===== src/rtl/ssc_pkg.sv =====
// Purpose: Shared constants and carriers for the synthesizer control block
// Assumes: 32-bit APB, register index = printed offset, byte address = 4x
// Notes: Control and status travel to and from the analog core as structs
package ssc_pkg;
	// Register indices as printed; the bus decodes four times these
	localparam logic [31:0] SSC_DIV_IDX = 32'h50003310;
	localparam logic [31:0] SSC_LOOP_IDX = 32'h50003312;
	localparam logic [31:0] SSC_CAL_IDX = 32'h50003314;
	localparam logic [31:0] SSC_STAT_IDX = 32'h50003316;
	localparam logic [31:0] SSC_VCOI_IDX = 32'h50003318;

	// Divider control fields
	localparam int SSC_ODIV_LSB = 8;
	localparam int SSC_HOLD_BIT = 2;
	localparam int SSC_REG_ON_BIT = 1;
	localparam int SSC_ON_BIT = 0;
	// Loop control fields
	localparam int SSC_AUTO_BIT = 14;
	localparam int SSC_PFD_LSB = 12;
	localparam int SSC_LDIV_LSB = 0;
	// Calibration control fields
	localparam int SSC_RECAL_BIT = 15;
	localparam int SSC_PDEL_LSB = 10;
	localparam int SSC_ICP_LSB = 0;
	// Status fields
	localparam int SSC_DONE_BIT = 11;
	localparam int SSC_BAND_LSB = 5;
	localparam int SSC_ROK_BIT = 1;
	localparam int SSC_LOCK_BIT = 0;

	// Reset values
	localparam logic [6:0] SSC_ODIV_RST = 7'h01;
	localparam logic [6:0] SSC_LDIV_RST = 7'h06;
	localparam logic [1:0] SSC_PFD_RST = 2'h2;
	localparam logic [4:0] SSC_PDEL_RST = 5'h0F;
	localparam logic [4:0] SSC_ICP_RST = 5'h09;
	localparam logic [5:0] SSC_VCOI_RST = 6'h00;

	// Precharge timing: one delay step is 48 ns, clock period 10 ns
	localparam int SSC_PDEL_STEP_NS = 48;
	localparam int SSC_CLK_NS = 10;
	localparam logic [10:0] SSC_PDEL_STEP = 11'(SSC_PDEL_STEP_NS);
	localparam logic [10:0] SSC_NS_INC = 11'(SSC_CLK_NS);

	// Settings driven into the analog core
	typedef struct packed {
		logic synth_on;
		logic synth_regulator_on;
		logic regulator_reference_hold;
		logic [6:0] out_div;
		logic [6:0] loop_div;
		logic vco_current_auto_select;
		logic [5:0] vco_min_current;
		logic [1:0] phase_detector_delay_select;
		logic [4:0] charge_pump_current;
		logic [4:0] precharge_delay;
		logic precharge_engaged;
		logic recalibrate_request;
	} ssc_ctrl_t;

	// Status reported by the analog core
	typedef struct packed {
		logic calibration_done;
		logic [5:0] calibrated_vco_band;
		logic regulator_in_regulation;
		logic locked;
	} ssc_stat_t;

	// Precharge sequencer states
	typedef enum logic [1:0] {
		SSC_PC_OFF = 2'b00,
		SSC_PC_HOLD = 2'b01,
		SSC_PC_DONE = 2'b10
	} ssc_pc_t;
endpackage : ssc_pkg


===== src/rtl/ssc_synth_control.sv =====
// Purpose: APB register front end for the system frequency synthesizer
// Assumes: Core status pins are asynchronous to pclk
// Notes: Answers every access in one wait-free access phase
//
// Our own choice: the APB slave port.
`timescale 1ns/1ps

module ssc_synth_control (
	// Clock and reset
	input wire logic pclk,
	input wire logic presetn,
	// APB slave
	input wire logic psel,
	input wire logic penable,
	input wire logic pwrite,
	input wire logic [31:0] paddr,
	input wire logic [31:0] pwdata,
	output logic [31:0] prdata,
	output logic pready,
	output logic pslverr,
	// Analog core
	output ssc_pkg::ssc_ctrl_t core_ctrl,
	input wire ssc_pkg::ssc_stat_t core_stat
);

	// Byte address of a register from its index
	function automatic logic [31:0] ssc_addr(input logic [31:0] idx);
		ssc_addr = {idx[29:0], 2'b00};
	endfunction : ssc_addr

	// Precharge hold target in ns for a delay code
	function automatic logic [10:0] ssc_hold_ns(input logic [4:0] d);
		ssc_hold_ns = 11'(d * ssc_pkg::SSC_PDEL_STEP);
	endfunction : ssc_hold_ns

	ssc_pkg::ssc_ctrl_t ctrl_r, ctrl_nxt;
	ssc_pkg::ssc_stat_t s1_r, s2_r, s3_r, stat_r, stat_nxt;
	ssc_pkg::ssc_pc_t pc_r, pc_nxt;
	logic [10:0] ns_r, ns_nxt;
	logic [31:0] prdata_r, prdata_nxt;
	logic pready_r, pready_nxt, pslverr_r, pslverr_nxt;
	logic sel_div, sel_loop, sel_cal, sel_stat, sel_vcoi, mapped, wr_en;

	assign prdata = prdata_r;
	assign pready = pready_r;
	assign pslverr = pslverr_r;
	assign core_ctrl = ctrl_r;

	// Address decode; writes land only at the completing edge
	assign sel_div = paddr == ssc_addr(ssc_pkg::SSC_DIV_IDX);
	assign sel_loop = paddr == ssc_addr(ssc_pkg::SSC_LOOP_IDX);
	assign sel_cal = paddr == ssc_addr(ssc_pkg::SSC_CAL_IDX);
	assign sel_stat = paddr == ssc_addr(ssc_pkg::SSC_STAT_IDX);
	assign sel_vcoi = paddr == ssc_addr(ssc_pkg::SSC_VCOI_IDX);
	assign mapped = sel_div | sel_loop | sel_cal | sel_stat | sel_vcoi;
	assign wr_en = psel & penable & pready_r & pwrite;

	// Bus answer: pready rises in the first access cycle
	always_comb begin
		pready_nxt = psel & ~penable;
		pslverr_nxt = psel & ~penable & ~mapped;
		prdata_nxt = 32'h0000_0000;
		if (psel && !penable) begin
			if (sel_div) begin
				prdata_nxt[ssc_pkg::SSC_ODIV_LSB +: 7] = ctrl_r.out_div;
				prdata_nxt[ssc_pkg::SSC_HOLD_BIT] =
					ctrl_r.regulator_reference_hold;
				prdata_nxt[ssc_pkg::SSC_REG_ON_BIT] =
					ctrl_r.synth_regulator_on;
				prdata_nxt[ssc_pkg::SSC_ON_BIT] = ctrl_r.synth_on;
			end
			if (sel_loop) begin
				prdata_nxt[ssc_pkg::SSC_AUTO_BIT] =
					ctrl_r.vco_current_auto_select;
				prdata_nxt[ssc_pkg::SSC_PFD_LSB +: 2] =
					ctrl_r.phase_detector_delay_select;
				prdata_nxt[ssc_pkg::SSC_LDIV_LSB +: 7] = ctrl_r.loop_div;
			end
			// Recalibrate is a strobe and reads back as zero
			if (sel_cal) begin
				prdata_nxt[ssc_pkg::SSC_PDEL_LSB +: 5] =
					ctrl_r.precharge_delay;
				prdata_nxt[ssc_pkg::SSC_ICP_LSB +: 5] =
					ctrl_r.charge_pump_current;
			end
			if (sel_stat) begin
				prdata_nxt[ssc_pkg::SSC_DONE_BIT] =
					stat_r.calibration_done;
				prdata_nxt[ssc_pkg::SSC_BAND_LSB +: 6] =
					stat_r.calibrated_vco_band;
				prdata_nxt[ssc_pkg::SSC_ROK_BIT] =
					stat_r.regulator_in_regulation;
				prdata_nxt[ssc_pkg::SSC_LOCK_BIT] = stat_r.locked;
			end
			if (sel_vcoi) begin
				prdata_nxt[5:0] = ctrl_r.vco_min_current;
			end
		end
	end

	// Control fields and precharge sequencer
	always_comb begin
		ctrl_nxt = ctrl_r;
		ctrl_nxt.recalibrate_request = 1'b0;
		if (wr_en && sel_div) begin
			ctrl_nxt.out_div = pwdata[ssc_pkg::SSC_ODIV_LSB +: 7];
			ctrl_nxt.regulator_reference_hold =
				pwdata[ssc_pkg::SSC_HOLD_BIT];
			ctrl_nxt.synth_regulator_on =
				pwdata[ssc_pkg::SSC_REG_ON_BIT];
			ctrl_nxt.synth_on = pwdata[ssc_pkg::SSC_ON_BIT];
		end
		if (wr_en && sel_loop) begin
			ctrl_nxt.vco_current_auto_select =
				pwdata[ssc_pkg::SSC_AUTO_BIT];
			ctrl_nxt.phase_detector_delay_select =
				pwdata[ssc_pkg::SSC_PFD_LSB +: 2];
			ctrl_nxt.loop_div = pwdata[ssc_pkg::SSC_LDIV_LSB +: 7];
		end
		if (wr_en && sel_cal) begin
			ctrl_nxt.recalibrate_request =
				pwdata[ssc_pkg::SSC_RECAL_BIT];
			ctrl_nxt.precharge_delay =
				pwdata[ssc_pkg::SSC_PDEL_LSB +: 5];
			ctrl_nxt.charge_pump_current =
				pwdata[ssc_pkg::SSC_ICP_LSB +: 5];
		end
		// Manual current only matters while auto-select is clear
		if (wr_en && sel_vcoi) begin
			ctrl_nxt.vco_min_current = pwdata[5:0];
		end
		// Elapsed ns counted in clock steps, so release rounds up
		pc_nxt = pc_r;
		ns_nxt = ns_r;
		unique case (pc_r)
			ssc_pkg::SSC_PC_OFF: begin
				ns_nxt = 11'h000;
				if (ctrl_r.synth_on) begin
					pc_nxt = ssc_pkg::SSC_PC_HOLD;
				end
			end
			ssc_pkg::SSC_PC_HOLD: begin
				if (!ctrl_r.synth_on) begin
					pc_nxt = ssc_pkg::SSC_PC_OFF;
				end else if (ns_r >= ssc_hold_ns(ctrl_r.precharge_delay)) begin
					pc_nxt = ssc_pkg::SSC_PC_DONE;
				end else begin
					ns_nxt = ns_r + ssc_pkg::SSC_NS_INC;
				end
			end
			ssc_pkg::SSC_PC_DONE: begin
				if (!ctrl_r.synth_on) begin
					pc_nxt = ssc_pkg::SSC_PC_OFF;
				end
			end
			default: begin
				pc_nxt = ssc_pkg::SSC_PC_OFF;
			end
		endcase
		// Resistors stay in while off so the filter is preset on start
		ctrl_nxt.precharge_engaged = pc_nxt != ssc_pkg::SSC_PC_DONE;
	end

	// Status filter: take the synchronised word once stages agree
	always_comb begin
		stat_nxt = stat_r;
		if (s2_r == s3_r) begin
			stat_nxt = s3_r;
		end
	end

	// Register everything
	always_ff @(posedge pclk or negedge presetn) begin
		if (!presetn) begin
			ctrl_r <= '{synth_on: 1'b0, synth_regulator_on: 1'b0,
				regulator_reference_hold: 1'b0,
				out_div: ssc_pkg::SSC_ODIV_RST,
				loop_div: ssc_pkg::SSC_LDIV_RST,
				vco_current_auto_select: 1'b0,
				vco_min_current: ssc_pkg::SSC_VCOI_RST,
				phase_detector_delay_select: ssc_pkg::SSC_PFD_RST,
				charge_pump_current: ssc_pkg::SSC_ICP_RST,
				precharge_delay: ssc_pkg::SSC_PDEL_RST,
				precharge_engaged: 1'b1, recalibrate_request: 1'b0};
			s1_r <= '0;
			s2_r <= '0;
			s3_r <= '0;
			stat_r <= '0;
			pc_r <= ssc_pkg::SSC_PC_OFF;
			ns_r <= 11'h000;
			prdata_r <= 32'h0000_0000;
			pready_r <= 1'b0;
			pslverr_r <= 1'b0;
		end else begin
			ctrl_r <= ctrl_nxt;
			s1_r <= core_stat;
			s2_r <= s1_r;
			s3_r <= s2_r;
			stat_r <= stat_nxt;
			pc_r <= pc_nxt;
			ns_r <= ns_nxt;
			prdata_r <= prdata_nxt;
			pready_r <= pready_nxt;
			pslverr_r <= pslverr_nxt;
		end
	end
endmodule : ssc_synth_control


===== config.mk =====
export PLATFORM = sky130hd
export DESIGN_NAME = ssc_synth_control
export DESIGN_NICKNAME = d
export VERILOG_FILES = /design/src/rtl/ssc_pkg.sv /design/src/rtl/ssc_synth_control.sv
export SDC_FILE = /design/constraint.sdc
export NUM_CORES = 1
export LEC_CHECK = 0
export BUFFER_PORTS_ARGS = -buffer_cell sky130_fd_sc_hd__buf_2
export CELL_PAD_IN_SITES_DETAIL_PLACEMENT = 1
export CELL_PAD_IN_SITES_GLOBAL_PLACEMENT = 1
export CORE_UTILIZATION = 42
export DETAILED_ROUTE_END_ITERATION = 6
export GPL_TIMING_DRIVEN = 0
export PLACE_DENSITY = 0.95
export REMOVE_ABC_BUFFERS = 1
export SLEW_MARGIN = 20
export SYNTH_ARGS = -nofsm -noshare
export SYNTH_HDL_FRONTEND = slang
export SYNTH_SLANG_ARGS = --single-unit
export TNS_END_PERCENT = 20

===== constraint.sdc =====
create_clock -name pclk -period 4.5 [get_ports pclk]
set_input_delay 0.675 -clock pclk [delete_from_list [all_inputs] [get_ports pclk]]
set_output_delay 0.675 -clock pclk [all_outputs]
set_load 0.02 [all_outputs]

**Yosys cells after proc, flatten, opt, wreduce, memory -nomap -nowiden**

Index checks and enable logic that the tools add are counted.

- Shift-type cells: 0
- Bitwise operators: 11
- Mux-type cells: 19
- $add $sub $neg: 1
- Reductions and logical operators: 9
- Multipliers: 1
- Equality and inequality tests: 11
- Divide/modulo/power cells: 0
- Order comparisons: 1

Operator list:

| cell | count |
|---|---|
| 32-bit by 31-bit equality test with 1-bit output (second input constant) | 5 |
| 11-bit two-way mux | 2 |
| 11-bit case mux with 2 select lines | 1 |
| 7-bit two-way mux | 3 |
| 15-bit two-way mux | 1 |
| 11-bit by 4-bit adder with 11-bit output (second input constant) | 1 |
| 11-bit >= comparator | 1 |
| 2-bit two-way mux | 5 |
| 5-bit two-way mux | 2 |
| 9-bit equality test | 1 |
| 5-bit by 2-bit multiplier with 7-bit output (second input constant) | 1 |
| 3-bit two-way mux | 2 |
| 6-bit two-way mux | 1 |
| 2-bit != test (second input constant) | 3 |
| 2-bit case mux with 3 select lines | 1 |
| 1-bit bitwise AND | 5 |
| 1-bit logical AND | 5 |
| 1-bit bitwise OR | 4 |
| 3-bit AND reduction | 1 |
| 2-bit by 1-bit equality test with 1-bit output (second input constant) | 1 |
| 2-bit equality test (second input constant) | 1 |
| 2-bit zero test | 1 |
| 1-bit inverter | 2 |
| 2-bit nonzero test | 1 |
| other kinds (2) | 2 |

- Memories kept: 0
- Memory bits (read-only): 0
- Bits in latches: 0
- Register bits after elaboration: 104
- Input bits: 78
- Word-level logic and storage cells: 86
- Bits in writable memories: 0
- Output and inout port bits: 72

**Logic depth before layout (Yosys ltp)**

Gate-level depths: netlist of the first run.

- Depth after elaboration: 7
- Mapped depth: 12
- Depth with buffers taken out: 12

**Worst setup path before layout of the first run**

OpenSTA, ideal clock, no wires.

- Path kind: register -> register
- Start: register ctrl_r, in the netlist core_ctrl[3]
- End: register ns_r[10]
- Setup time: 78 ps
- Arrival time: 3008 ps
- Buffers on the path: 0
- Cell stages (with the launch flop): 13
- Path slack: 1414 ps
- Path through: dfstp_2 > ha_1 > fa_1 > a21oi_1 > nor2_1 > nor2_1 > xor2_1 > ha_1 > nand2_1 > o21ai_0 > a2111oi_4 > or3b_2 > a21oi_1

- Longest elaborated chain between the ends: 4

RTL lines:

| what | line | text |
|---|---|---|
| start: declaration | ssc_synth_control.sv:36 | `ssc_pkg::ssc_ctrl_t ctrl_r, ctrl_nxt;` |
| start signal: assignment | ssc_synth_control.sv:175 | `ctrl_r <= '{synth_on: 1'b0, synth_regulator_on: 1'b0,` |
| start signal: assignment | ssc_synth_control.sv:195 | `ctrl_r <= ctrl_nxt;` |
| 5-bit by 2-bit multiplier with 7-bit output | ssc_synth_control.sv:33 | `ssc_hold_ns = 11'(d * ssc_pkg::SSC_PDEL_STEP);` |
| 11-bit >= comparator | ssc_synth_control.sv:145 | `end else if (ns_r >= ssc_hold_ns(ctrl_r.precharge_delay)) begin` |
| 2-bit != test (no line) | - |  |
| 3-bit AND reduction (no line) | - |  |
| end signal: assignment | ssc_synth_control.sv:201 | `ns_r <= ns_nxt;` |
| end: declaration | ssc_synth_control.sv:39 | `logic [10:0] ns_r, ns_nxt;` |

No other way between the ends.
A chain may end at the register's enable or synchronous reset.

**Worst setup path in the final report of the first run**

Ends and elaborated chain as after synthesis.

==> out/qor.yml, run 1 <==
result_of_the_run: "complete, no violations"
crit_path_max_fanout: 6
synthMostInstantiatedCell: "dfrtp_1"
synth_sequential_area_ratio_pct: 56.99
timing.rr.start: "core_ctrl[3]$_DFFE_PN1P_"
report.final.setup_viol: 0
netlist_top_cells_count: "dfrtp_1, mux2_2, nor2_1"
die_area_sq_um: 11250
ff2ff_setup_slack_ps: 1020
synthSimpleGateAreaFrac_pct: 11.47
grt_start_max_net_pins: 59
timing.max_cap.violations: 0
timing.slew.headroom_pct: 30.02
synth_cell_types: 50
synth_edf_count: 0
synth_seq_cells: 103
grt_antenna_before_repair: 0
grt.met3_usage_pct: 5.089
timing_worst_setup_path_type: "reg2reg"
dieHeight_microns: 106.0
cp_data_arrival_time_ps: 3780
r2r_end: "ns_r[10]$_DFFE_PN0P_"
worstSkewPairLatency_ps: 380
worst_clock_skew_ps: 14.98
hold-worst-slack_ps: 224.7
post-route-period-util_pct: 77.33
rows: 37
synth_top_area_share_pct: 50.63
post_synth_xor_area_fraction_pct: 2.504
grt.total_usage_pct: 22.82
grt.overflow.total: 0
multiInputGateArea_sq_um: 1823
critPathMaxStageDelay_ps: 610
pwr_density_cell_nw_per_um2: 299.2
synth_top_flop_cell: "dfrtp_1"
cts.htree.levels: 3
antenna_cells_inserted: 0
place_congestion: 0.7856
grt_pass1_wl_microns: 19580
endpoint: "ns_r[10]$_DFFE_PN0P_"
detail_route.vias_per_cell: 5.431
irDropWorstVdd_mv: 0.2124
fraction_of_final_layout_cells_sized_beyond_drive_strength_1_pct: 40.99
die-width_microns: 106.0
synthesis.instances: 361
max-clock-path-buffers: 2
post-place-cells: 603
avgRoutedWirePerCell_microns: 19.67
final-seq-area_sq_um: 2591
report.final.hold_viol_count: 0
final.fill_count: 1143
period_minus_slack_ps: 3480
main_combinational_cell_family_by_area_after_synthesis: "simple AND/OR/NAND/NOR gates"
grt_use_met1_pct: 26.27
max_slew.worst_pin.slew_ps: 1042
cts_resized: 0
area.growth.synth_to_final_pct: 19.01
boundaryPins: 150
timing_max_transition_violations_final: 0
clock_sink_count: 103
finalWirelength_microns: 12180
drt_pass1_iterations: 5
tritoncts_clock_tree: "done"
setup_tns_ps: 0
post_synth_fa_ha_maj_area_fraction_pct: 4.018
synth_top_area_cell: "dfrtp_1"
critical_path.endpoint_type: "register"
proportion_of_synthesized_area_in_mux_cells_pct: 11.36
yosys_warnings: 0
critical_path.slowest_cell: "a2111oi_4"
gr-max-usage-layer: "met2"
fin_cells: 619
largest_cells_by_area_after_synthesis: "dfrtp_1, mux2_2, dfstp_2"
cts_post_setup_buffers_inserted: 0
grt.met2_usage_pct: 41.50
num_vias: 3362
number_of_nets_in_the_final_layout: 570
postRouteAntennaNets: 0
r2r.worst_path.cells: 12
element_type_at_the_critical_path_start: "register"
tritoncts.num_buffers: 9
place.detailed.hpwl_microns: 9154
synthArstFlopShare_pct: 100.0
timing.fmax_mhz: 287.4
cts.clk_slew.worst_paths_ps: 110
clk_root_buf: "clkbuf_8"
drcViolationCount: 0
synthesis.area_sq_um: 4547
rsz0062_at_grt: "false"
worst-endpoint-required_ps: 4800
placement.io_buffers: 115
cts_hold_repair.buffers: 0
timing.critical_path.cells: "ha_1 -> fa_1 -> a21oi_1 -> nor2_1 -> nor2_1 -> xor2_1 -> ha_1 -> nand2_1 -> o21ai_0 -> a2111oi_4 -> or3b_2 -> a21oi_1"
synthesized_area_fraction_occupied_by_ao_oa_aoi_and_oai_cells_pct: 9.329
first_iter_violations: 155
worst_hold_path_type: "in2async"
finish.utilization_pct: 51.95
grt_pass1_vias: 3715
leakagePower_nw: 2.752
start_util_pct: 43.65
placeableCoreArea_sq_um: 10420
critical_path.startpoint: "core_ctrl[3]$_DFFE_PN1P_"
syn_area_per_cell_sq_um: 12.60
==> per-stage QoR <==
stage / instance area (sq um) / setup slack (ps) / total power (W)
2_1_floorplan: 4441 / 1414 / 0.001005
4_1_cts: 5411 / 1014 / 0.001629
3_3_place_gp: 5186 / 1232 / 0.001058
5_1_grt: 5411 / 790.7 / 0.001670
6_report: 5411 / 1020 / 0.001619
3_5_place_dp: 5220 / 1055 / 0.001070
==> worst min path at each step <==
stage | slack, ps | cells past startpoint | startpoint | end
3_3_place_gp | 330 | 0 | s1_r[4]$_DFF_PN0_ | s2_r[4]$_DFF_PN0_
6_report | 220 | 1 | presetn | core_ctrl[0]$_DFF_PN0_
4_1_cts | 240 | 1 | presetn | core_ctrl[0]$_DFF_PN0_
2_1_floorplan | 330 | 0 | s1_r[0]$_DFF_PN0_ | s2_r[0]$_DFF_PN0_
3_5_place_dp | 340 | 0 | s1_r[7]$_DFF_PN0_ | s2_r[7]$_DFF_PN0_
5_1_grt | 250 | 1 | presetn | core_ctrl[0]$_DFF_PN0_
==> area by class of cell <==
| cell class | count | share of cell area (%) |
|---|---|---|
| Clock buffer | 10 | 2.543 |
| Multi-Input combinational cell | 241 | 33.69 |
| Timing Repair Buffer | 116 | 11.26 |
| Inverter | 7 | 0.4855 |
| Clock inverter | 6 | 0.9942 |
| Tap cell | 136 | 3.145 |
| Sequential cell | 103 | 47.88 |
==> report_power, final <==
group / internal [W] / switching [W]
logic: 0.0000353 / 0.0000572
registers: 0.000946 / 0.0000128
clock network: 0.000225 / 0.000343
total: 0.00121 / 0.000413
==> state kept, by name, indices dropped and copies added, names as in the netlist, 2 cells and up <==
register / count
prdata: 15
pc_r: 2
s1_r: 9
s3_r: 9
core_ctrl: 38
stat_r: 9
ns_r: 10
s2_r: 9
==> layout by cell type, fill, tap and decap left out, types with 5 or more instances in the layout <==
cell,instances
buf_2,114
dfrtp_1,92
mux2_2,45
nor2_1,28
nand2_1,17
conb_1,17
a21oi_1,13
ha_1,13
dfstp_2,11
clkbuf_8,10
xor2_1,9
o21ai_0,9
inv_1,7
a222oi_1,7
a22oi_1,7
nor2b_1,6
nor3_1,6
and3_1,5
nand3_1,5
==> worst max-delay path: cells and delay by family, from the launching register on <==
family          cells  cell delay, ps
compound gates      4            1150
xor+xnor            1             170
fa+ha+maj           3             880
flops               1             430
simple gates        4             770
==> routing by layer <==
metal	routed length, microns	part of all wire, %
met1	4624	38
met2	6704	55
met3	610	5.0
met4	239	2.0
met5	0	0
==> kinds of logic after synthesis <==
| group | Yosys count |
|---|---|
| multiplexers | 46 |
| AND/OR/NAND/NOR | 95 |
| other | 1 |
| XOR/XNOR | 13 |
| AO/OA/AOI/OAI | 56 |
| adder cells (fa/ha/maj) | 14 |
| buffers and inverters | 33 |
| flip-flops | 103 |
Power figures use the tool's default switching activity.
==> run 2: changes to the inputs <==
Settings changed: CORE_UTILIZATION 42 to 39, PLACE_DENSITY 0.95 to 0.91.
Clock period 4.5 ns to 3.6 ns, I/O delays scaled along.
==> run 2 against run 1 <==
Register-to-register slack worse by 890 ps. Global-route usage down 0.18 points. Critical path depth unchanged. Die area up 7.5%. Cell count up 1.1%. First-iteration DRC count up 9.0%. Combinational power up 25%.
==> out/qor.yml, run 2 (synthesis gave the netlist of run 1 again) <==
cp_data_arrival_time_ps: 3750  # -30 ps
grt_pass1_wl_microns: 20000  # +2.2%
cts.clk_slew.worst_paths_ps: 70  # -40 ps
drcViolationCount: 0  # unchanged
tritoncts_clock_tree: "done"
tritoncts.num_buffers: 9  # unchanged
timing.fmax_mhz: 288.4  # +0.35%
largest_reg_flops: 38  # unchanged
place.detailed.hpwl_microns: 8762  # -4.3%
timing_worst_setup_path_type: "reg2reg"
boundaryPins: 150  # unchanged
fraction_of_final_layout_cells_sized_beyond_drive_strength_1_pct: 40.99  # unchanged
pwr_density_cell_nw_per_um2: 424.4  # +42%
finalWirelength_microns: 12400  # +1.8%
post-place-cells: 610  # +1.2%
worst-endpoint-required_ps: 3890  # -910 ps
area.growth.synth_to_final_pct: 22.15
clock_sink_count: 103  # unchanged
detail_route.vias_per_cell: 5.390  # -0.77%
wl_met1_microns: 4696  # +1.6%
grt.total_usage_pct: 22.64  # -0.18 points
cts.htree.levels: 3  # unchanged
critical_path.endpoint_type: "register"
avgRoutedWirePerCell_microns: 19.81  # +0.68%
start_util_pct: 39.99  # -3.7 points
final.fill_count: 1240  # +8.5%
die_area_sq_um: 12090  # +7.5%
report.final.hold_viol_count: 0  # unchanged
first_iter_violations: 169  # +9.0%
worst_hold_path_type: "in2async"
place_congestion: 0.8127  # +3.4%
postRouteAntennaNets: 0  # unchanged
timing.max_cap.violations: 0  # unchanged
grt_start_max_net_pins: 63  # +6.8%
drt_pass1_iterations: 4  # -1
timing_max_transition_violations_final: 0  # unchanged
dieHeight_microns: 110.0  # +3.7%
period_minus_slack_ps: 3468  # -12.31 ps
max-clock-path-buffers: 2  # unchanged
timing.slew.headroom_pct: 30.36  # +0.34 points
irDropWorstVdd_mv: 0.4439  # +110%
post-route-period-util_pct: 96.32  # +19 points
leakagePower_nw: 2.813  # +2.2%
report.final.setup_viol: 0  # unchanged
cts_post_setup_buffers_inserted: 0  # unchanged
grt_pass1_vias: 3825  # +3.0%
crit_path_max_fanout: 6  # unchanged
antenna_cells_inserted: 0  # unchanged
die-width_microns: 110.0  # +3.7%
rows: 39  # +5.4%
number_of_nets_in_the_final_layout: 570  # unchanged
placeableCoreArea_sq_um: 11370  # +9.2%
setup_tns_ps: 0  # unchanged
met2WireLength_microns: 6603  # -1.5%
rsz0062_at_grt: "false"
clk_root_buf: "clkbuf_16"
top_layer: "met4"
element_type_at_the_critical_path_start: "register"
max_slew.worst_pin.slew_ps: 1037  # -5.098 ps
dpl_cell_area_sq_um: 5229  # +0.17%
result_of_the_run: "complete, no violations"
fin_cells: 626  # +1.1%
worst_clock_skew_ps: 9.715  # -5.262 ps
final_cell_mix: "buf_2, dfrtp_1, mux2_2, nor2_1"
grt.overflow.total: 0  # unchanged
worstSkewPairLatency_ps: 360  # -20 ps
num_vias: 3374  # +0.36%
layout.cell_area.non_filler_sq_um: 5554  # +2.6%
grt_antenna_before_repair: 0  # unchanged
met3_layer_wire_length_in_the_routed_design_microns: 663  # +8.7%
placement.io_buffers: 115  # unchanged
mostFrequentLayoutCell: "buf_2"
[run 2: what timing repair did]
item                                   in CTS  in global routing
resized for setup                           0                  1
endpoints found under the hold margin       0                  0
hold buffers                                0                  0
setup endpoints to repair                   0                  4
[run 2: path summary, 6_finish.rpt]
path                                     startpoint                        to  slack (ps)  cells after the start
max                        core_ctrl[2]$_DFFE_PN1P_      ns_r[10]$_DFFE_PN0P_         130                     12
min                                         presetn         s1_r[6]$_DFF_PN0_          80                      1
max reg2reg                core_ctrl[2]$_DFFE_PN1P_      ns_r[10]$_DFFE_PN0P_         130                     12
min reg2reg                       s1_r[4]$_DFF_PN0_         s2_r[4]$_DFF_PN0_         350                      0
max in group asynchronous                   presetn  core_ctrl[3]$_DFFE_PN1P_        2820                      2
min in group pclk                      core_stat[4]         s1_r[4]$_DFF_PN0_         280                      1
[run 2: area by class of cell]
| type | count | area (sq um) | area share (%) |
|---|---|---|---|
| multi-input combinational | 241 | 1831 | 32.96 |
| clock inverter | 7 | 92.59 | 1.667 |
| tap | 143 | 178.9 | 3.221 |
| clock buffer | 9 | 225.2 | 4.055 |
| inverter | 7 | 26.28 | 0.4731 |
| timing repair buffer | 116 | 609.3 | 10.97 |
| sequential | 103 | 2591 | 46.65 |
[run 2: per-stage QoR]
step                      util (%)  setup slack, ps  hold slack [ps]  power (W)
after floorplan                  -            514.2            244.4   0.001256
after global placement       45.69            314.0            332.0   0.001323
after detailed placement     45.99            179.0            336.3   0.001335
after CTS                    48.78            60.56            87.99   0.002375
after global routing         48.85            30.15            104.4   0.002433
final                        48.85            132.5            77.45   0.002357
[run 2: per-layer routing]
| layer | GRT usage (%) | vias to the layer above |
|---|---|---|
| li1 | - | 1511 |
| met1 | 25.11 | 1702 |
| met2 | 40.09 | 128 |
| met3 | 5.115 | 33 |
| met4 | 12.48 | 0 |
| met5 | 0 | - |
[run 2: critical path, stage by stage (launching register included)]
cell	delay, ps
dfstp_2	410
ha_1	240
fa_1	430
a21oi_1	190
nor2_1	60
nor2_1	120
xor2_1	170
ha_1	250
nand2_1	80
o21ai_0	310
a2111oi_4	490
or3b_2	480
a21oi_1	140
[run 2: where the power goes]
part	leakage [nW]	switching [W]	internal, W
combinational	1.32	0.0000719	0.0000442
sequential	1.33	0.0000158	0.00118
clock	0.156	0.000483	0.000560
total	2.81	0.000571	0.00179
==> run 3: changes to the inputs <==
Settings changed: BUFFER_PORTS_ARGS -buffer_cell sky130_fd_sc_hd__buf_2 to -buffer_cell sky130_fd_sc_hd__buf_4.
==> run 3 against run 2 <==
Die area unchanged. Power shrank 4.1%. Sequential share of layout area shrank 1.7 points. Utilization grew 1.9 points. Highest routed layer unchanged.
==> out/qor.yml, run 3 (synthesis gave the netlist of run 1 again) <==
dpl_cell_area_sq_um: 5487  # +4.9%
irDropWorstVdd_mv: 0.4170  # -6.1%
rows: 39  # unchanged
first_iter_violations: 154  # -8.9%
worstSkewPairLatency_ps: 350  # about the same
clock_power_share_pct: 41.3  # -3.0 points
start_util_pct: 39.99  # unchanged
cp_data_arrival_time_ps: 3570  # -180 ps
leakagePower_nw: 2.826  # +0.45%
avgRoutedWirePerCell_microns: 19.24  # -2.8%
grt_pass1_wl_microns: 19350  # -3.2%
timing_worst_setup_path_type: "reg2reg"
grt_antenna_before_repair: 0  # unchanged
max-clock-path-buffers: 2  # unchanged
path_buf_inv: 0  # unchanged
report.final.hold_viol_count: 0  # unchanged
die-width_microns: 110.0  # unchanged
result_of_the_run: "complete, no violations"
grt.overflow.total: 0  # unchanged
drcViolationCount: 0  # unchanged
power_w: 0.002261  # -4.1%
place.detailed.hpwl_microns: 8840  # +0.88%
finalWirelength_microns: 12030  # -3.0%
clock_sink_count: 103  # unchanged
boundaryPins: 150  # unchanged
finish.utilization_pct: 50.72  # +1.9 points
met2WireLength_microns: 6410  # -2.9%
cts.htree.levels: 3  # unchanged
critical_path_cell_count: 12  # unchanged
tritoncts_clock_tree: "done"
timing.fmax_mhz: 300.5  # +4.2%
grt.total_usage_pct: 21.89  # -0.75 points
post-route-period-util_pct: 92.43  # -3.9 points
worst_clock_skew_ps: 7.088  # -2.627 ps
final.fill_count: 1199  # -3.3%
sw_frac_of_total_pct: 23.65  # -0.57 points
drt_pass1_iterations: 4  # unchanged
die_area_sq_um: 12090  # unchanged
timing.rr.start: "core_ctrl[2]$_DFFE_PN1P_"
num_vias: 3306  # -2.0%
pwr_density_cell_nw_per_um2: 392.0  # -7.6%
rsz0062_at_grt: "false"
area.growth.synth_to_final_pct: 26.83
kind_of_cell_adding_the_most_delay_to_the_critical_path: "compound AO/OA/AOI/OAI gates"
power.internal_w: 0.001726  # -3.4%
critical_path.startpoint: "core_ctrl[2]$_DFFE_PN1P_"
critical_path.slowest_cell: "a211oi_2"
grt_start_max_net_pins: 104  # +65%
worst_hold_path_type: "in2async"
worst-endpoint-required_ps: 3840  # -50 ps
layout.cell_area.non_filler_sq_um: 5767  # +3.8%
critPathMaxStageDelay_ps: 640  # +150 ps
tritoncts.num_buffers: 9  # unchanged
grt_pass1_vias: 3656  # -4.4%
top_layer: "met4"
detail_route.vias_per_cell: 5.290  # -1.9%
critical_path.endpoint_type: "register"
place_congestion: 0.8229  # +1.3%
max_slew.worst_pin.slew_ps: 937.9  # -98.92 ps
met3_layer_wire_length_in_the_routed_design_microns: 506  # -24%
antenna_cells_inserted: 0  # unchanged
net-switching-power_w: 0.0005346  # -6.3%
setup_tns_ps: 0  # unchanged
number_of_nets_in_the_final_layout: 569  # -0.18%
pwr-share-comb_pct: 5.8  # +0.9 points
largest_reg_flops: 38  # unchanged
final_cell_mix: "buf_4, dfrtp_1, mux2_2, nor2_1"
crit_path_max_fanout: 10  # +4
timing.slew.headroom_pct: 37.00  # +6.6 points
power_frac_seq_pct: 53.0  # +2.2 points
dieHeight_microns: 110.0  # unchanged
wl_met1_microns: 4731  # +0.75%
cts.clk_slew.worst_paths_ps: 70  # about the same
mostFrequentLayoutCell: "buf_4"
report.final.setup_viol: 0  # unchanged
placement.io_buffers: 115  # unchanged
element_type_at_the_critical_path_start: "register"
placeableCoreArea_sq_um: 11370  # unchanged
fraction_of_final_layout_cells_sized_beyond_drive_strength_1_pct: 40.46  # -0.54 points
postRouteAntennaNets: 0  # unchanged
cts_post_setup_buffers_inserted: 0  # unchanged
period_minus_slack_ps: 3328  # -139.9 ps
timing.max_cap.violations: 0  # unchanged
timing_max_transition_violations_final: 0  # unchanged
timing.critical_path.cells: "ha_1 -> fa_1 -> a21oi_1 -> nor2_1 -> nor2_1 -> xor2_1 -> ha_1 -> nand2_1 -> o21ai_1 -> a211oi_2 -> a31oi_1 -> a221o_1"
r2r.worst_path.cells: 12  # unchanged
clk_root_buf: "clkbuf_16"
==> run 3: layout make-up <==
type | instances | area [sq um] | area share (%)
sequential | 103 | 2591 | 44.93
multi-input combinational | 241 | 1823 | 31.61
timing repair buffer | 115 | 867.1 | 15.04
clock buffer | 11 | 232.7 | 4.036
tap | 143 | 178.9 | 3.103
clock inverter | 5 | 47.55 | 0.8245
inverter | 7 | 26.28 | 0.4556
==> run 3: worst paths after layout <==
| kind | to | slack (ps) |
|---|---|---|
| setup / recovery | ns_r[5]$_DFFE_PN0P_ | 270 |
| hold / removal | s1_r[1]$_DFF_PN0_ | 290 |
| setup reg to reg | ns_r[5]$_DFFE_PN0P_ | 270 |
| hold reg to reg | s2_r[4]$_DFF_PN0_ | 350 |
| max in group asynchronous | prdata[11]$_DFF_PN0_ | 2700 |
| min in group pclk | s1_r[0]$_DFF_PN0_ | 290 |
==> run 3: stage by stage <==
step                hold slack (ps)  worst slack (ps)  instances
floorplan                     244.4             514.2        351
global placement              332.2             316.3        609
detailed placement            337.1             144.4        609
CTS                           283.4             107.3        625
global route                  278.9             69.43        625
finish                        285.2             272.4        625
==> run 3: worst reg2reg max path, delay by kind of cell, from the launching register on <==
family	cells	cell delay [ps]
AO/OA/AOI/OAI	5	1410
adder cells (fa/ha/maj)	3	930
flip-flops	1	410
AND/OR/NAND/NOR	3	260
XOR/XNOR	1	200
==> run 3: routing by layer <==
metal	vias up	global-route usage (%)
met2	103	38.84
met4	0	11.14
met1	1667	25.06
met5	-	0
li1	1506	-
met3	30	4.233
==> run 3: what timing repair did <==
action | CTS | global route
endpoints found under the setup margin | 0 | 3
hold buffers | 0 | 0
resized for setup | 0 | 1
==> run 3: power by group through the flow <==
| stage | clock network [W] | registers, W | logic [W] |
|---|---|---|---|
| 3_5_place_dp | 0 | 0.00122 | 0.000131 |
| 6_report | 0.000933 | 0.00120 | 0.000130 |
| 5_1_grt | 0.000990 | 0.00120 | 0.000145 |
| 3_3_place_gp | 0 | 0.00122 | 0.000125 |
| 2_1_floorplan | 0 | 0.00122 | 0.0000407 |
| 4_1_cts | 0.000951 | 0.00120 | 0.000132 |
